File: config.mk
export PLATFORM = sky130hd
export DESIGN_NAME = pcm_top
export DESIGN_NICKNAME = d
export VERILOG_FILES = /design/src/include/pcm_pkg.sv /design/src/rtl/pcm_filter.sv /design/src/rtl/pcm_top.sv
export VERILOG_INCLUDE_DIRS = /design/src /design/src/include
export SDC_FILE = /design/constraint.sdc
export NUM_CORES = 1
export LEC_CHECK = 0
export BUFFER_PORTS_ARGS = -buffer_cell sky130_fd_sc_hd__buf_2
export CAP_MARGIN = 20
export CORE_ASPECT_RATIO = 1.25
export CORE_MARGIN = 2
export CORE_UTILIZATION = 59
export DETAILED_ROUTE_END_ITERATION = 8
export PLACE_DENSITY = 0.85
export SETUP_SLACK_MARGIN = 0.1
export SYNTH_ARGS = -nofsm -noshare
export SYNTH_HDL_FRONTEND = slang
export SYNTH_HIERARCHICAL = 1
export SYNTH_SLANG_ARGS = --single-unit
File: constraint.sdc
create_clock -name pclk -period 5.14 [get_ports pclk]
set_input_delay 0.257 -clock pclk [delete_from_list [all_inputs] [get_ports pclk]]
set_output_delay 0.257 -clock pclk [all_outputs]
set_load 0.1 [all_outputs]
File: src/include/pcm_defines.svh
// How it works
// - Type field picks quadrature, fwd/rev, step+dir
// - Too-fast pulse activity is discarded as noise
// - Filter codes set low and high cutoffs
// - Source field picks low or high pins
// - Source-select input overrides stored source field
// - Mode codes 00-05 select single modes
// - Codes 06-0A pair modes, input picks
// - Internal position runs 64 stored positions, homing
// - Speed-select inputs choose speed command source
// - Torque-select inputs choose torque command source
// - Zero modes use zero or internal presets
// - Mode change reloads I/O defaults when enabled
// - Speed limit enabled only in torque mode
// - Torque limit only in position, speed modes
// - Limit-enable inputs also activate limits
// - Select inputs choose limit value source
// - Monitor polarity field sets both monitor signs
// - One common polarity for position pulse outputs
`ifndef PCM_DEFINES_SVH
`define PCM_DEFINES_SVH
// ----------------------------------------
// Register map
// ----------------------------------------
`define PCM_IDX_PULSE_IN  12'h100
`define PCM_IDX_CTRL_MODE 12'h102
`define PCM_IDX_LIMIT_EN  12'h104
`define PCM_IDX_OUT_POL   12'h106
`define PCM_IDX_STATUS    12'h108
`define PCM_RST_PULSE_IN  16'h0002
`define PCM_RST_CTRL_MODE 16'h0000
`define PCM_RST_LIMIT_EN  16'h0000
`define PCM_RST_OUT_POL   16'h0000
`define PCM_MAX_PULSE_IN  16'h1142
// ----------------------------------------
// Field positions
// ----------------------------------------
`define PCM_F_TYPE    3:0
`define PCM_F_FILT    7:4
`define PCM_F_INPOL   8
`define PCM_F_SRC     12
`define PCM_F_MODE    7:0
`define PCM_F_IORST   12
`define PCM_F_SPDLIM  0
`define PCM_F_TRQLIM  4
`define PCM_F_MONPOL  1:0
`define PCM_F_PULSPOL 4
// ----------------------------------------
// Timing: clock and filter cutoffs (kpps)
// ----------------------------------------
`define PCM_CLK_KHZ 100000
`define PCM_LO_KPPS0 1660
`define PCM_LO_KPPS1 416
`define PCM_LO_KPPS2 208
`define PCM_LO_KPPS3 104
`define PCM_HI_KPPS0 6660
`define PCM_HI_KPPS1 1660
`define PCM_HI_KPPS2 833
`define PCM_HI_KPPS3 416
// Minimum stable half period in cycles, rounded up
`define PCM_HOLD(k) (((`PCM_CLK_KHZ) + 2 * (k) - 1) / (2 * (k)))
`endif

File: src/include/pcm_pkg.sv
package pcm_pkg;
  typedef enum logic [5:0] {
    PCM_M_EXT_POS  = 6'b000001,
    PCM_M_INT_POS  = 6'b000010,
    PCM_M_SPEED    = 6'b000100,
    PCM_M_TORQUE   = 6'b001000,
    PCM_M_ZERO_SPD = 6'b010000,
    PCM_M_ZERO_TRQ = 6'b100000
  } pcm_mode_t;
  typedef struct packed {
    logic       step;
    logic       dir;
  } pcm_pins_t;
  typedef struct packed {
    logic       inc;
    logic       dec;
  } pcm_count_t;
endpackage : pcm_pkg

File: src/rtl/pcm_filter.sv
`include "pcm_defines.svh"
// ----------------------------------------
// Glitch filter: an input level is accepted only after it stays stable for the hold count
// ----------------------------------------
module pcm_filter
  import pcm_pkg::*;
#(
  parameter int CW = 16
) (
  input  wire logic          pclk,
  input  wire logic          presetn,
  input  wire logic [CW-1:0] hold,
  input  wire pcm_pins_t     raw,
  output      pcm_pins_t     clean
);
  pcm_pins_t     last_r;
  logic [CW-1:0] cnt_r;

  always_ff @(posedge pclk or negedge presetn) begin
    if (!presetn) begin
      last_r <= '0;
      cnt_r  <= '0;
      clean  <= '0;
    end else if (raw != last_r) begin
      last_r <= raw;
      cnt_r  <= CW'(1);
    end else if (cnt_r >= hold) begin
      clean  <= last_r;
    end else begin
      cnt_r  <= cnt_r + CW'(1);
    end
  end

  a_filter_stable: assert property (@(posedge pclk) disable iff (!presetn)
    $changed(clean) |-> $past(raw) == clean)
    else $error("filter output changed to an unstable level");
endmodule : pcm_filter

File: src/rtl/pcm_top.sv
// The APB slave port was left to the implementer.
`include "pcm_defines.svh"
module pcm_top
  import pcm_pkg::*;
(
  input  wire logic        pclk,
  input  wire logic        presetn,
  input  wire logic        psel,
  input  wire logic        penable,
  input  wire logic        pwrite,
  input  wire logic [31:0] paddr,
  input  wire logic [31:0] pwdata,
  output      logic [31:0] prdata,
  output      logic        pready,
  output      logic        pslverr,
  input  wire pcm_pins_t   low_speed_pins,
  input  wire pcm_pins_t   high_speed_pins,
  input  wire logic        pulse_source_select_assigned,
  input  wire logic        pulse_source_select_input,
  input  wire logic        mode_select_input,
  input  wire logic [5:0]  position_select,
  input  wire logic        speed_select_bit0,
  input  wire logic        speed_select_bit1,
  input  wire logic        torque_select_bit0,
  input  wire logic        torque_select_bit1,
  input  wire logic        speed_limit_enable_input,
  input  wire logic        torque_limit_enable_input,
  output      logic        count_inc,
  output      logic        count_dec,
  output      logic [5:0]  active_mode,
  output      logic        mode_reserved,
  output      logic [5:0]  position_index,
  output      logic        homing_allowed,
  output      logic [1:0]  speed_cmd_source,
  output      logic [1:0]  torque_cmd_source,
  output      logic        speed_cmd_zero,
  output      logic        torque_cmd_zero,
  output      logic        speed_limit_active,
  output      logic        torque_limit_active,
  output      logic [1:0]  speed_limit_source,
  output      logic [1:0]  torque_limit_source,
  output      logic        io_defaults_load,
  output      logic        analog_monitor_first_neg,
  output      logic        analog_monitor_second_neg,
  output      logic        position_pulse_invert
);
  // ----------------------------------------
  // Registers and APB slave
  // ----------------------------------------
  logic [15:0] pulse_in_r;
  logic [15:0] ctrl_mode_r;
  logic [15:0] limit_en_r;
  logic [15:0] out_pol_r;
  logic [11:0] idx;
  logic        hit_valid;
  logic        access;
  logic [15:0] wdata16;
  logic [5:0]  mode_nxt;
  logic [5:0]  mode_prev_r;
  logic        src_sel;

  function automatic logic [11:0] idx_of(input logic [31:0] a);
    idx_of = a[13:2];
  endfunction : idx_of

  function automatic logic is_reg(input logic [11:0] i);
    is_reg = (i == `PCM_IDX_PULSE_IN) || (i == `PCM_IDX_CTRL_MODE) ||
             (i == `PCM_IDX_LIMIT_EN) || (i == `PCM_IDX_OUT_POL) ||
             (i == `PCM_IDX_STATUS);
  endfunction : is_reg

  assign idx       = idx_of(paddr);
  assign hit_valid = is_reg(idx) && (paddr[31:14] == 18'h0) && (paddr[1:0] == 2'h0);
  assign access    = psel && penable;
  assign wdata16   = pwdata[15:0];

  always_ff @(posedge pclk or negedge presetn) begin
    if (!presetn) begin
      pulse_in_r  <= `PCM_RST_PULSE_IN;
      ctrl_mode_r <= `PCM_RST_CTRL_MODE;
      limit_en_r  <= `PCM_RST_LIMIT_EN;
      out_pol_r   <= `PCM_RST_OUT_POL;
    end else if (access && pwrite && hit_valid) begin
      case (idx)
        `PCM_IDX_PULSE_IN: begin
          if (wdata16 <= `PCM_MAX_PULSE_IN) begin
            pulse_in_r <= wdata16;
          end
        end
        `PCM_IDX_CTRL_MODE: ctrl_mode_r <= wdata16;
        `PCM_IDX_LIMIT_EN:  limit_en_r  <= wdata16;
        `PCM_IDX_OUT_POL:   out_pol_r   <= wdata16;
        default:            ;
      endcase
    end
  end

  always_ff @(posedge pclk or negedge presetn) begin
    if (!presetn) begin
      prdata  <= 32'h0;
      pready  <= 1'b0;
      pslverr <= 1'b0;
    end else begin
      pready  <= psel && !penable;
      pslverr <= psel && !penable && !hit_valid;
      prdata  <= 32'h0;
      if (psel && !penable && !pwrite && hit_valid) begin
        case (idx)
          `PCM_IDX_PULSE_IN:  prdata <= {16'h0, pulse_in_r};
          `PCM_IDX_CTRL_MODE: prdata <= {16'h0, ctrl_mode_r};
          `PCM_IDX_LIMIT_EN:  prdata <= {16'h0, limit_en_r};
          `PCM_IDX_OUT_POL:   prdata <= {16'h0, out_pol_r};
          `PCM_IDX_STATUS:    prdata <= {24'h0, src_sel, mode_reserved, active_mode};
          default:            prdata <= 32'h0;
        endcase
      end
    end
  end

  // ----------------------------------------
  // Pin synchronisers
  // ----------------------------------------
  pcm_pins_t lo_s1_r;
  pcm_pins_t lo_s2_r;
  pcm_pins_t hi_s1_r;
  pcm_pins_t hi_s2_r;
  logic [9:0] di_s1_r;
  logic [9:0] di_s2_r;
  logic [5:0] pos_s1_r;
  logic [5:0] pos_s2_r;

  always_ff @(posedge pclk or negedge presetn) begin
    if (!presetn) begin
      lo_s1_r  <= '0;
      lo_s2_r  <= '0;
      hi_s1_r  <= '0;
      hi_s2_r  <= '0;
      di_s1_r  <= 10'h0;
      di_s2_r  <= 10'h0;
      pos_s1_r <= 6'h0;
      pos_s2_r <= 6'h0;
    end else begin
      lo_s1_r  <= low_speed_pins;
      lo_s2_r  <= lo_s1_r;
      hi_s1_r  <= high_speed_pins;
      hi_s2_r  <= hi_s1_r;
      di_s1_r  <= {pulse_source_select_assigned, pulse_source_select_input, mode_select_input,
                   speed_select_bit0, speed_select_bit1, torque_select_bit0, torque_select_bit1,
                   speed_limit_enable_input, torque_limit_enable_input, 1'b0};
      di_s2_r  <= di_s1_r;
      pos_s1_r <= position_select;
      pos_s2_r <= pos_s1_r;
    end
  end

  logic di_src_asg;
  logic di_src;
  logic di_msel;
  logic [1:0] di_spd;
  logic [1:0] di_trq;
  logic di_speed_limit_enable_input;
  logic di_torque_limit_enable_input;
  assign di_src_asg = di_s2_r[9];
  assign di_src     = di_s2_r[8];
  assign di_msel    = di_s2_r[7];
  assign di_spd     = {di_s2_r[5], di_s2_r[6]};
  assign di_trq     = {di_s2_r[3], di_s2_r[4]};
  assign di_speed_limit_enable_input   = di_s2_r[2];
  assign di_torque_limit_enable_input   = di_s2_r[1];

  // ----------------------------------------
  // Pulse source, polarity and filter
  // ----------------------------------------
  pcm_pins_t   sel_pins;
  pcm_pins_t   pol_pins;
  pcm_pins_t   clean;
  logic [15:0] hold;

  assign src_sel  = di_src_asg ? di_src : pulse_in_r[`PCM_F_SRC];
  assign sel_pins = src_sel ? hi_s2_r : lo_s2_r;
  assign pol_pins = pulse_in_r[`PCM_F_INPOL] ? ~sel_pins : sel_pins;

  always_comb begin
    hold = 16'(`PCM_HOLD(`PCM_LO_KPPS0));
    case ({src_sel, pulse_in_r[5:4]})
      3'h0:    hold = 16'(`PCM_HOLD(`PCM_LO_KPPS0));
      3'h1:    hold = 16'(`PCM_HOLD(`PCM_LO_KPPS1));
      3'h2:    hold = 16'(`PCM_HOLD(`PCM_LO_KPPS2));
      3'h3:    hold = 16'(`PCM_HOLD(`PCM_LO_KPPS3));
      3'h4:    hold = 16'(`PCM_HOLD(`PCM_HI_KPPS0));
      3'h5:    hold = 16'(`PCM_HOLD(`PCM_HI_KPPS1));
      3'h6:    hold = 16'(`PCM_HOLD(`PCM_HI_KPPS2));
      default: hold = 16'(`PCM_HOLD(`PCM_HI_KPPS3));
    endcase
  end

  pcm_filter #(.CW(16)) u_filter (
    .pclk    (pclk),
    .presetn (presetn),
    .hold    (hold),
    .raw     (pol_pins),
    .clean   (clean)
  );

  // ----------------------------------------
  // Pulse decoder
  // ----------------------------------------
  pcm_pins_t  prev_r;
  pcm_count_t cnt;

  always_comb begin
    cnt = '0;
    case (pulse_in_r[`PCM_F_TYPE])
      4'h0: begin
        if ((clean.step != prev_r.step) || (clean.dir != prev_r.dir)) begin
          if ((prev_r.step ^ clean.dir) && !(prev_r.dir ^ clean.step)) begin
            cnt.inc = 1'b1;
          end else if (!(prev_r.step ^ clean.dir) && (prev_r.dir ^ clean.step)) begin
            cnt.dec = 1'b1;
          end
        end
      end
      4'h1: begin
        cnt.inc = clean.step && !prev_r.step;
        cnt.dec = clean.dir && !prev_r.dir;
      end
      4'h2: begin
        cnt.inc = clean.step && !prev_r.step && !clean.dir;
        cnt.dec = clean.step && !prev_r.step && clean.dir;
      end
      default: cnt = '0;
    endcase
  end

  always_ff @(posedge pclk or negedge presetn) begin
    if (!presetn) begin
      prev_r    <= '0;
      count_inc <= 1'b0;
      count_dec <= 1'b0;
    end else begin
      prev_r    <= clean;
      count_inc <= cnt.inc && !cnt.dec;
      count_dec <= cnt.dec && !cnt.inc;
    end
  end

  // ----------------------------------------
  // Control mode decode
  // ----------------------------------------
  function automatic logic [5:0] mode_of(input logic [7:0] code, input logic sel);
    case (code)
      8'h00:   mode_of = PCM_M_EXT_POS;
      8'h01:   mode_of = PCM_M_INT_POS;
      8'h02:   mode_of = PCM_M_SPEED;
      8'h03:   mode_of = PCM_M_TORQUE;
      8'h04:   mode_of = PCM_M_ZERO_SPD;
      8'h05:   mode_of = PCM_M_ZERO_TRQ;
      8'h06:   mode_of = sel ? PCM_M_SPEED  : PCM_M_EXT_POS;
      8'h07:   mode_of = sel ? PCM_M_TORQUE : PCM_M_EXT_POS;
      8'h08:   mode_of = sel ? PCM_M_SPEED  : PCM_M_INT_POS;
      8'h09:   mode_of = sel ? PCM_M_TORQUE : PCM_M_INT_POS;
      8'h0A:   mode_of = sel ? PCM_M_TORQUE : PCM_M_SPEED;
      default: mode_of = 6'h00;
    endcase
  endfunction : mode_of

  assign mode_nxt = mode_of(ctrl_mode_r[`PCM_F_MODE], di_msel);

  logic is_pos;
  logic is_spd;
  logic is_trq;
  assign is_pos = mode_nxt[0] || mode_nxt[1];
  assign is_spd = mode_nxt[2] || mode_nxt[4];
  assign is_trq = mode_nxt[3] || mode_nxt[5];

  always_ff @(posedge pclk or negedge presetn) begin
    if (!presetn) begin
      active_mode      <= 6'h00;
      mode_prev_r      <= 6'h00;
      mode_reserved    <= 1'b0;
      io_defaults_load <= 1'b0;
    end else begin
      active_mode      <= mode_nxt;
      mode_prev_r      <= mode_nxt;
      mode_reserved    <= (mode_nxt == 6'h00);
      io_defaults_load <= ctrl_mode_r[`PCM_F_IORST] && (mode_nxt != mode_prev_r);
    end
  end

  a_iorst_pulse: assert property (@(posedge pclk) disable iff (!presetn)
    io_defaults_load |-> $past(ctrl_mode_r[12]) && ($past(mode_nxt) != $past(mode_prev_r)))
    else $error("I/O default reload without mode change");

  // ----------------------------------------
  // Command sources and limits
  // ----------------------------------------
  always_ff @(posedge pclk or negedge presetn) begin
    if (!presetn) begin
      position_index      <= 6'h00;
      homing_allowed      <= 1'b0;
      speed_cmd_source    <= 2'h0;
      torque_cmd_source   <= 2'h0;
      speed_cmd_zero      <= 1'b0;
      torque_cmd_zero     <= 1'b0;
      speed_limit_active  <= 1'b0;
      torque_limit_active <= 1'b0;
      speed_limit_source  <= 2'h0;
      torque_limit_source <= 2'h0;
    end else begin
      position_index    <= mode_nxt[1] ? pos_s2_r : 6'h00;
      homing_allowed    <= mode_nxt[1];
      speed_cmd_source  <= is_spd ? di_spd : 2'h0;
      torque_cmd_source <= is_trq ? di_trq : 2'h0;
      speed_cmd_zero    <= mode_nxt[4] && (di_spd == 2'h0);
      torque_cmd_zero   <= mode_nxt[5] && (di_trq == 2'h0);
      speed_limit_active  <= is_trq && (limit_en_r[`PCM_F_SPDLIM] || di_speed_limit_enable_input);
      torque_limit_active <= (is_pos || is_spd) && (limit_en_r[`PCM_F_TRQLIM] || di_torque_limit_enable_input);
      speed_limit_source  <= di_spd;
      torque_limit_source <= di_trq;
    end
  end

  a_spdlim_mode: assert property (@(posedge pclk) disable iff (!presetn)
    speed_limit_active |-> $past(is_trq))
    else $error("speed limit active outside torque mode");
  a_trqlim_mode: assert property (@(posedge pclk) disable iff (!presetn)
    torque_limit_active |-> $past(is_pos || is_spd))
    else $error("torque limit active outside position or speed");
  a_limit_cause: assert property (@(posedge pclk) disable iff (!presetn)
    ($past(is_trq) && $past(di_speed_limit_enable_input)) |-> speed_limit_active)
    else $error("speed limit input ignored");
  a_zero_speed: assert property (@(posedge pclk) disable iff (!presetn)
    speed_cmd_zero |-> $past(mode_nxt[4]) && speed_cmd_source == 2'h0)
    else $error("zero speed command outside zero speed mode");
  a_type_range: assert property (@(posedge pclk) disable iff (!presetn)
    pulse_in_r <= `PCM_MAX_PULSE_IN)
    else $error("pulse input setting out of range");
  a_dir_excl: assert property (@(posedge pclk) disable iff (!presetn)
    !(count_inc && count_dec))
    else $error("both count directions at once");
  a_src_override: assert property (@(posedge pclk) disable iff (!presetn)
    di_src_asg |-> src_sel == di_src)
    else $error("source select input not obeyed");

  // ----------------------------------------
  // Output polarity
  // ----------------------------------------
  always_ff @(posedge pclk or negedge presetn) begin
    if (!presetn) begin
      analog_monitor_first_neg  <= 1'b0;
      analog_monitor_second_neg <= 1'b0;
      position_pulse_invert     <= 1'b0;
    end else begin
      analog_monitor_first_neg  <= out_pol_r[1];
      analog_monitor_second_neg <= out_pol_r[0];
      position_pulse_invert     <= out_pol_r[`PCM_F_PULSPOL];
    end
  end

  a_mon_pol: assert property (@(posedge pclk) disable iff (!presetn)
    ##1 analog_monitor_second_neg == $past(out_pol_r[0]))
    else $error("second monitor polarity wrong");
endmodule : pcm_top

* Word level (Yosys, flattened, before mapping)
Index checks and enable logic that the tools add are counted.
** Word-level totals
- Bits in registers :: 190
- Bits in latches :: 0
- RAM bits :: 0
- ROM bits :: 0
- Output and inout port bits :: 66
- Memories kept :: 0
** Cells by class
- Add/sub/neg operators :: 1
- Multiply operators :: 0
- Div/mod/pow operators :: 0
- Magnitude comparators :: 2
- Eq/ne operators :: 27
- Shifts and indexed selects :: 0
- Mux-type cells :: 22
- Bitwise operators :: 4
- Reductions and logical operators :: 57
** Operators with widths (count)
- $pmux 16 s5 :: 1
- $pmux 6 s11 :: 1
- $eq 12x9->1 const B :: 5
- $mux 16 :: 3
- $pmux 9 s5 :: 1
- $eq 8x3->1 const B :: 4
- $eq 8x4->1 const B :: 3
- $logic_and 1x1->1 :: 22
- $logic_not 18->1 :: 1
- $add 16x1->16 const B :: 1
- $eq 8x2->1 const B :: 2
- $ge 16x9->1 :: 1
- $le 16x13->1 const B :: 1
- $mux 4 :: 3
- $logic_or 1x1->1 :: 11
- $logic_not 1->1 :: 10
- $mux 2 :: 5
- $eq 3x3->1 const B :: 3
- $eq 8x1->1 const B :: 1
- $logic_not 8->1 :: 1
- $reduce_and 2->1 :: 4
- $eq 3x2->1 const B :: 2
- $logic_not 2->1 :: 3
- $logic_not 6->1 :: 1
- 17 further kinds :: 23

* Logic depth before layout (Yosys ltp)
- Depth after elaboration :: 9
- Depth in mapped cells :: 15
- Gate-level depth less buffers :: 14

* Hierarchy
Netlist, hierarchy kept.
** Modules (own cells, without submodules)
- pcm_top :: instances 1, cells an instance 459, area each 6128.4 sq um
- pcm_filter :: instances 1, cells an instance 153, area each 1407.6 sq um

* Worst setup path before layout
Ideal clock, no wire load.
- Kind :: reg-to-reg
- From :: register di_s2_r[9]
- To :: register, netlist name u_filter/clean[0]
- Setup time :: 0.125 ns
- Arrival :: 3.159 ns
- Slack :: 1.856 ns
- Stages on the path, launching flop included :: 13
- Clock period less this slack :: 3.284 ns
- Path through :: dfrtp_1 -> mux2i_1 -> fa_1 -> inv_1 -> o31ai_1 -> ha_1 -> nor2b_1 -> o21ai_0 -> a21oi_1 -> a211oi_4 -> nor2_1 -> or2_1 -> mux2_2
** On the way
- Elaborated cells on any way between the ends :: 16
- Classes of those cells :: 1 x order compare; 6 x eq/ne; 4 x mux; 2 x bitwise; 3 x reduce/logical
** RTL lines
- start, declared :: RTL line pcm_top.sv:128 : logic [9:0] di_s2_r;
- start signal, assigned :: RTL line pcm_top.sv:150 : di_s2_r <= di_s1_r;
- $mux 1 * :: RTL line pcm_top.sv:179 : assign src_sel = di_src_asg ? di_src : pulse_in_r[`PCM_F_SRC];
- $eq 3x3->1 or $logic_not 3->1 (tied branches) :: RTL line pcm_top.sv:185 : case ({src_sel, pulse_in_r[5:4]})
- $reduce_or 2->1 (no source line)
- $pmux 9 s5 * :: RTL line pcm_top.sv:185
- via hold[0] :: RTL line pcm_top.sv:177 : logic [15:0] hold;
- $ge 16x9->1 * :: RTL line pcm_filter.sv:27 : end else if (cnt_r >= hold) begin
- $reduce_and 2->1 (no source line) *
Mark *: on every way through the listed nets, which the timed path passes. The rest lies on a longest branch.
A chain may end at the register's enable or synchronous reset.

* Worst setup path after layout
- From :: register di_s2_r[9]
- To :: register, netlist name u_filter/clean[1]
** On the way
- Elaborated cells on any way between the ends :: 16
- Classes of those cells :: 1 x order compare; 6 x eq/ne; 4 x mux; 2 x bitwise; 3 x reduce/logical
** RTL lines (RTL line)
- $mux 1 * :: pcm_top.sv:179
- $eq 3x3->1 or $logic_not 3->1 (tied branches) :: pcm_top.sv:185
- $reduce_or 2->1 (no source line)
- $pmux 9 s5 * :: pcm_top.sv:185
- via hold[0] :: pcm_top.sv:177
- $ge 16x9->1 * :: pcm_filter.sv:27
- $reduce_and 2->1 (no source line) *
Marked as above.

==> run_summary.xml <==
<?xml version="1.0" encoding="UTF-8"?>
<metrics>
  <group name="run_status">
    <metric name="status" unit="">complete, no violations</metric>
  </group>
  <group name="route">
    <metric name="route.layer.met1.wl" unit="um">6910</metric>
    <metric name="first_iter_violations" unit="">430</metric>
    <metric name="top_layer_used" unit="">met4</metric>
    <metric name="antenna_left" unit="">0</metric>
    <metric name="post-route-drc-count" unit="">0</metric>
    <metric name="routed_wire_length_per_instance" unit="um">19.1</metric>
    <metric name="met2RoutedLength" unit="um">9590</metric>
    <metric name="routed_wl" unit="um">18000</metric>
    <metric name="met3_wl" unit="um">1020</metric>
    <metric name="detail_route.first_pass.iterations" unit="">6</metric>
    <metric name="detailroute.via_count" unit="">5474</metric>
    <metric name="via_density" unit="">5.81</metric>
  </group>
  <group name="critical_path">
    <metric name="critical_path.endpoint_type" unit="">flip-flop</metric>
    <metric name="ff2ff_path_depth" unit="">13</metric>
    <metric name="cp.required" unit="ns">5.45</metric>
    <metric name="r2r-start" unit="">di_s2_r[9]$_DFF_PN0_</metric>
    <metric name="crit_arrival" unit="ns">3.79</metric>
    <metric name="crit_path_start_kind" unit="">flip-flop</metric>
    <metric name="worst_reg_to_reg_setup_slack" unit="ns">1.66</metric>
    <metric name="criticalPathCategory" unit="">reg -&gt; reg</metric>
    <metric name="critical_path.reg2reg.endpoint" unit="">u_filter/clean[1]$_DFFE_PN0P_</metric>
    <metric name="critPathMaxFanout" unit="">16</metric>
  </group>
  <group name="cts">
    <metric name="worst_setup_hold_path_clk_slew" unit="ns">0.07</metric>
    <metric name="total_number_of_h_tree_levels" unit="">4</metric>
    <metric name="tritoncts" unit="">built</metric>
    <metric name="clkLatencyLatePin" unit="ns">0.42</metric>
    <metric name="cts_num_sinks" unit="">173</metric>
    <metric name="cts_setup_buffers" unit="">0</metric>
    <metric name="cts-root-to-sink-buffers" unit="">2</metric>
    <metric name="cts-buffers-inserted" unit="">17</metric>
    <metric name="clockRootBuffer" unit="">clkbuf_16</metric>
  </group>
  <group name="synth">
    <metric name="ys.warnings.count" unit="">6</metric>
    <metric name="synth_top_family_by_area" unit="">simple AND/OR/NAND/NOR gates</metric>
    <metric name="mux_contribution_to_synthesized_area" unit="">0.0981</metric>
    <metric name="synth_adder_area_share" unit="">0.0325</metric>
    <metric name="post_synthesis_sequential_element_count" unit="">173</metric>
    <metric name="synth_top_flop_cell" unit="">dfrtp_1</metric>
    <metric name="synthDistinctLibCells" unit="">64</metric>
    <metric name="gate_count_post_synth" unit="">612</metric>
    <metric name="yosys.area.top_type_share" unit="">0.571</metric>
    <metric name="dominant_cell_by_count_in_the_synthesized_netlist" unit="">dfrtp_1</metric>
    <metric name="synth.yosys.seq_area_share" unit="">0.575</metric>
    <metric name="synth.top_cells.by_count" unit="">172 x dfrtp_1, 63 x mux2_2, 34 x nor2_1</metric>
    <metric name="synth-compound-area-share" unit="">0.0833</metric>
    <metric name="netlist.top_cell.by_area" unit="">dfrtp_1</metric>
    <metric name="yosys.area_share.xor_xnor" unit="">0.0302</metric>
    <metric name="number_of_flops_mapped_to_enable_cells_by_yosys" unit="">0</metric>
    <metric name="average_footprint_of_a_synthesized_cell" unit="um^2">12.3</metric>
    <metric name="postSynth.asyncResetShare" unit="">1.00</metric>
    <metric name="post_synthesis_instance_area" unit="um^2">7540</metric>
    <metric name="synth-simple-area-share" unit="">0.135</metric>
    <metric name="synth_top_cells_by_area" unit="">dfrtp_1 57%, mux2_2 9.4%, ha_1 3.0%, xnor2_1 2.9%, a222oi_1 2.1%</metric>
  </group>
  <group name="die">
    <metric name="row_count" unit="">46</metric>
    <metric name="die_width" unit="um">105</metric>
    <metric name="die_height" unit="um">130</metric>
    <metric name="design.core.area" unit="um^2">12600</metric>
    <metric name="io-pin-count" unit="">154</metric>
    <metric name="starting_density" unit="">0.598</metric>
    <metric name="fp.dieArea" unit="um^2">13700</metric>
  </group>
  <group name="placed_design">
    <metric name="placed_cells_incl_taps" unit="">889</metric>
    <metric name="gpl.final_weighted_congestion" unit="">0.861</metric>
    <metric name="placement.io_buffers" unit="">121</metric>
    <metric name="dp_worst_setup_slack" unit="ns">1.70</metric>
    <metric name="dp_hpwl" unit="um">11900</metric>
  </group>
  <group name="global_routing">
    <metric name="grt_first_pass_wirelength" unit="um">28600</metric>
    <metric name="gr-total-overflow" unit="">0</metric>
    <metric name="number_of_antenna_violations_at_the_first_check_in_global_routing" unit="">0</metric>
    <metric name="grt_util_all_layers" unit="">0.271</metric>
    <metric name="grt_max_degree" unit="">120</metric>
    <metric name="via_count_of_the_first_global_routing_pass" unit="">5673</metric>
  </group>
  <group name="sta">
    <metric name="fin_setup_tns" unit="ns">0</metric>
    <metric name="worst_pin_slew" unit="ns">1.14</metric>
    <metric name="relSlewSlack" unit="">0.236</metric>
    <metric name="rsz0062_at_grt" unit="">false</metric>
    <metric name="clock.fmax" unit="MHz">287</metric>
    <metric name="fraction_of_the_cycle_the_final_worst_path_needs" unit="">0.678</metric>
    <metric name="timing.final.crit_period" unit="ns">3.48</metric>
    <metric name="final-max-slew-violation-count" unit="">0</metric>
    <metric name="final-hold-violation-count" unit="">0</metric>
    <metric name="post-route-worst-setup-slack" unit="ns">1.66</metric>
    <metric name="clock_skew" unit="ns">0.00936</metric>
    <metric name="finalSetupViolations" unit="">0</metric>
  </group>
  <group name="final_layout">
    <metric name="layout.nets" unit="">868</metric>
    <metric name="final_layout_size_suffix_gt1_frac" unit="">0.314</metric>
    <metric name="n_antenna_cell" unit="">0</metric>
    <metric name="area.growth.synth_to_final" unit="%">20.5</metric>
    <metric name="fillers" unit="">807</metric>
    <metric name="final-instance-count-excl-fill" unit="">942</metric>
  </group>
  <group name="power_and_ir_drop">
    <metric name="irDropWorstVdd" unit="mV">0.282</metric>
    <metric name="power.total" unit="uW">2880</metric>
    <metric name="power.static_leakage" unit="uW">0.00445</metric>
    <metric name="power.density_cell_area" unit="nW/um^2">317</metric>
  </group>
  <group name="min_path">
    <metric name="holdPathStages" unit="">3</metric>
    <metric name="whs_endpoint" unit="">pready$_DFF_PN0_</metric>
    <metric name="min-delay-path-class" unit="">in -&gt; reg</metric>
    <metric name="hold_path_startpoint" unit="">psel</metric>
  </group>
  <group name="run">
    <metric name="maxCapViolCount" unit="">0</metric>
  </group>
</metrics>
cell usage in the layout (no fill, tap or decap), types with 14 or more instances in the layout:
cell type / count
dlygate4sd3_1: 20
a222oi_1: 16
nor3_1: 14
nand2_1: 33
a21oi_1: 29
nor2_1: 34
dfrtp_1: 172
clkbuf_16: 17
buf_2: 120
and2_1: 14
mux2_2: 63
inv_1: 28
conb_1: 23
xnor2_1: 25
ha_1: 18
cell families after synthesis:
kind of cell,Yosys count
flip-flops,173
AND/OR/NAND/NOR,170
AO/OA/AOI/OAI,88
buffers and inverters,69
multiplexers,66
XOR/XNOR,26
adder cells (fa/ha/maj),19
other,1
where the power goes:
| part | leakage [uW] | internal (uW) | switching [uW] |
|---|---|---|---|
| clock network | 0.000282 | 686 | 565 |
| registers | 0.00230 | 1390 | 16.3 |
| logic | 0.00187 | 59.8 | 163 |
| total | 0.00445 | 2130 | 744 |
what timing repair did:
| action | CTS | global route |
|---|---|---|
| resized for setup | 0 | 0 |
| endpoints found under the hold margin | 19 | 12 |
| endpoints found under the setup margin | 0 | 0 |
| hold buffers | 19 | 1 |
area by class of cell:
type	count	area [um^2]	share of cell area
clock inverters	15	155	0.0171
flip-flops and latches	173	4330	0.477
inverters	28	105	0.0116
multi-input cells	392	2960	0.326
well taps	168	210	0.0231
repair buffers	149	892	0.0982
clock buffers	17	425	0.0468
through the flow:
| step | utilization | area (um^2) | hold WS (ns) |
|---|---|---|---|
| finish | 0.721 | 9080 | 0.105 |
| CTS | 0.718 | 9040 | 0.0458 |
| detailed placement | 0.656 | 8270 | 0.336 |
| global route | 0.721 | 9080 | 0.118 |
| floorplan | - | 7620 | -0.0386 |
| global placement | 0.656 | 8270 | 0.332 |
state kept, by name, indices dropped and copies added, names as in the netlist, 6 cells and up:
name            count
mode_prev_r         6
di_s2_r             9
out_pol_r          16
pos_s2_r            6
ctrl_mode_r        16
di_s1_r             9
position_index      6
pulse_in_r         16
prdata             16
pos_s1_r            6
limit_en_r         16
u_filter/cnt_r     16
worst max path at each step:
stage / end / cells past startpoint / start / slack (ns)
after global routing: u_filter/clean[1]$_DFFE_PN0P_ / 13 / di_s2_r[9]$_DFF_PN0_ / 1.44
after detailed placement: u_filter/clean[1]$_DFFE_PN0P_ / 13 / di_s2_r[9]$_DFF_PN0_ / 1.70
after CTS: u_filter/clean[1]$_DFFE_PN0P_ / 13 / di_s2_r[9]$_DFF_PN0_ / 1.66
final: u_filter/clean[1]$_DFFE_PN0P_ / 13 / di_s2_r[9]$_DFF_PN0_ / 1.66
after global placement: u_filter/clean[1]$_DFFE_PN0P_ / 13 / pulse_in_r[12]$_DFFE_PN0P_ / 1.74
after floorplan: u_filter/clean[0]$_DFFE_PN0P_ / 12 / di_s2_r[9]$_DFF_PN0_ / 1.86
per-layer routing:
| metal | vias to the layer above | GRT usage |
|---|---|---|
| met1 | 2760 | 0.314 |
| met2 | 224 | 0.489 |
| met4 | 0 | 0.111 |
| met3 | 42 | 0.0614 |
| li1 | 2448 | - |
| met5 | - | 0 |
worst max-delay path, cell delays in order (launching register included):
cell and delay (ns):
dfrtp_1 0.35, mux2i_1 0.18, buf_4 0.22, fa_1 0.44, inv_1 0.06, o31ai_1 0.06
ha_1 0.28, nor2b_1 0.04, o21ai_0 0.16, a21oi_1 0.12, a211oi_4 0.67, nor2_1 0.21
or2_1 0.29, mux2_2 0.28
Power figures use the tool's default switching activity.
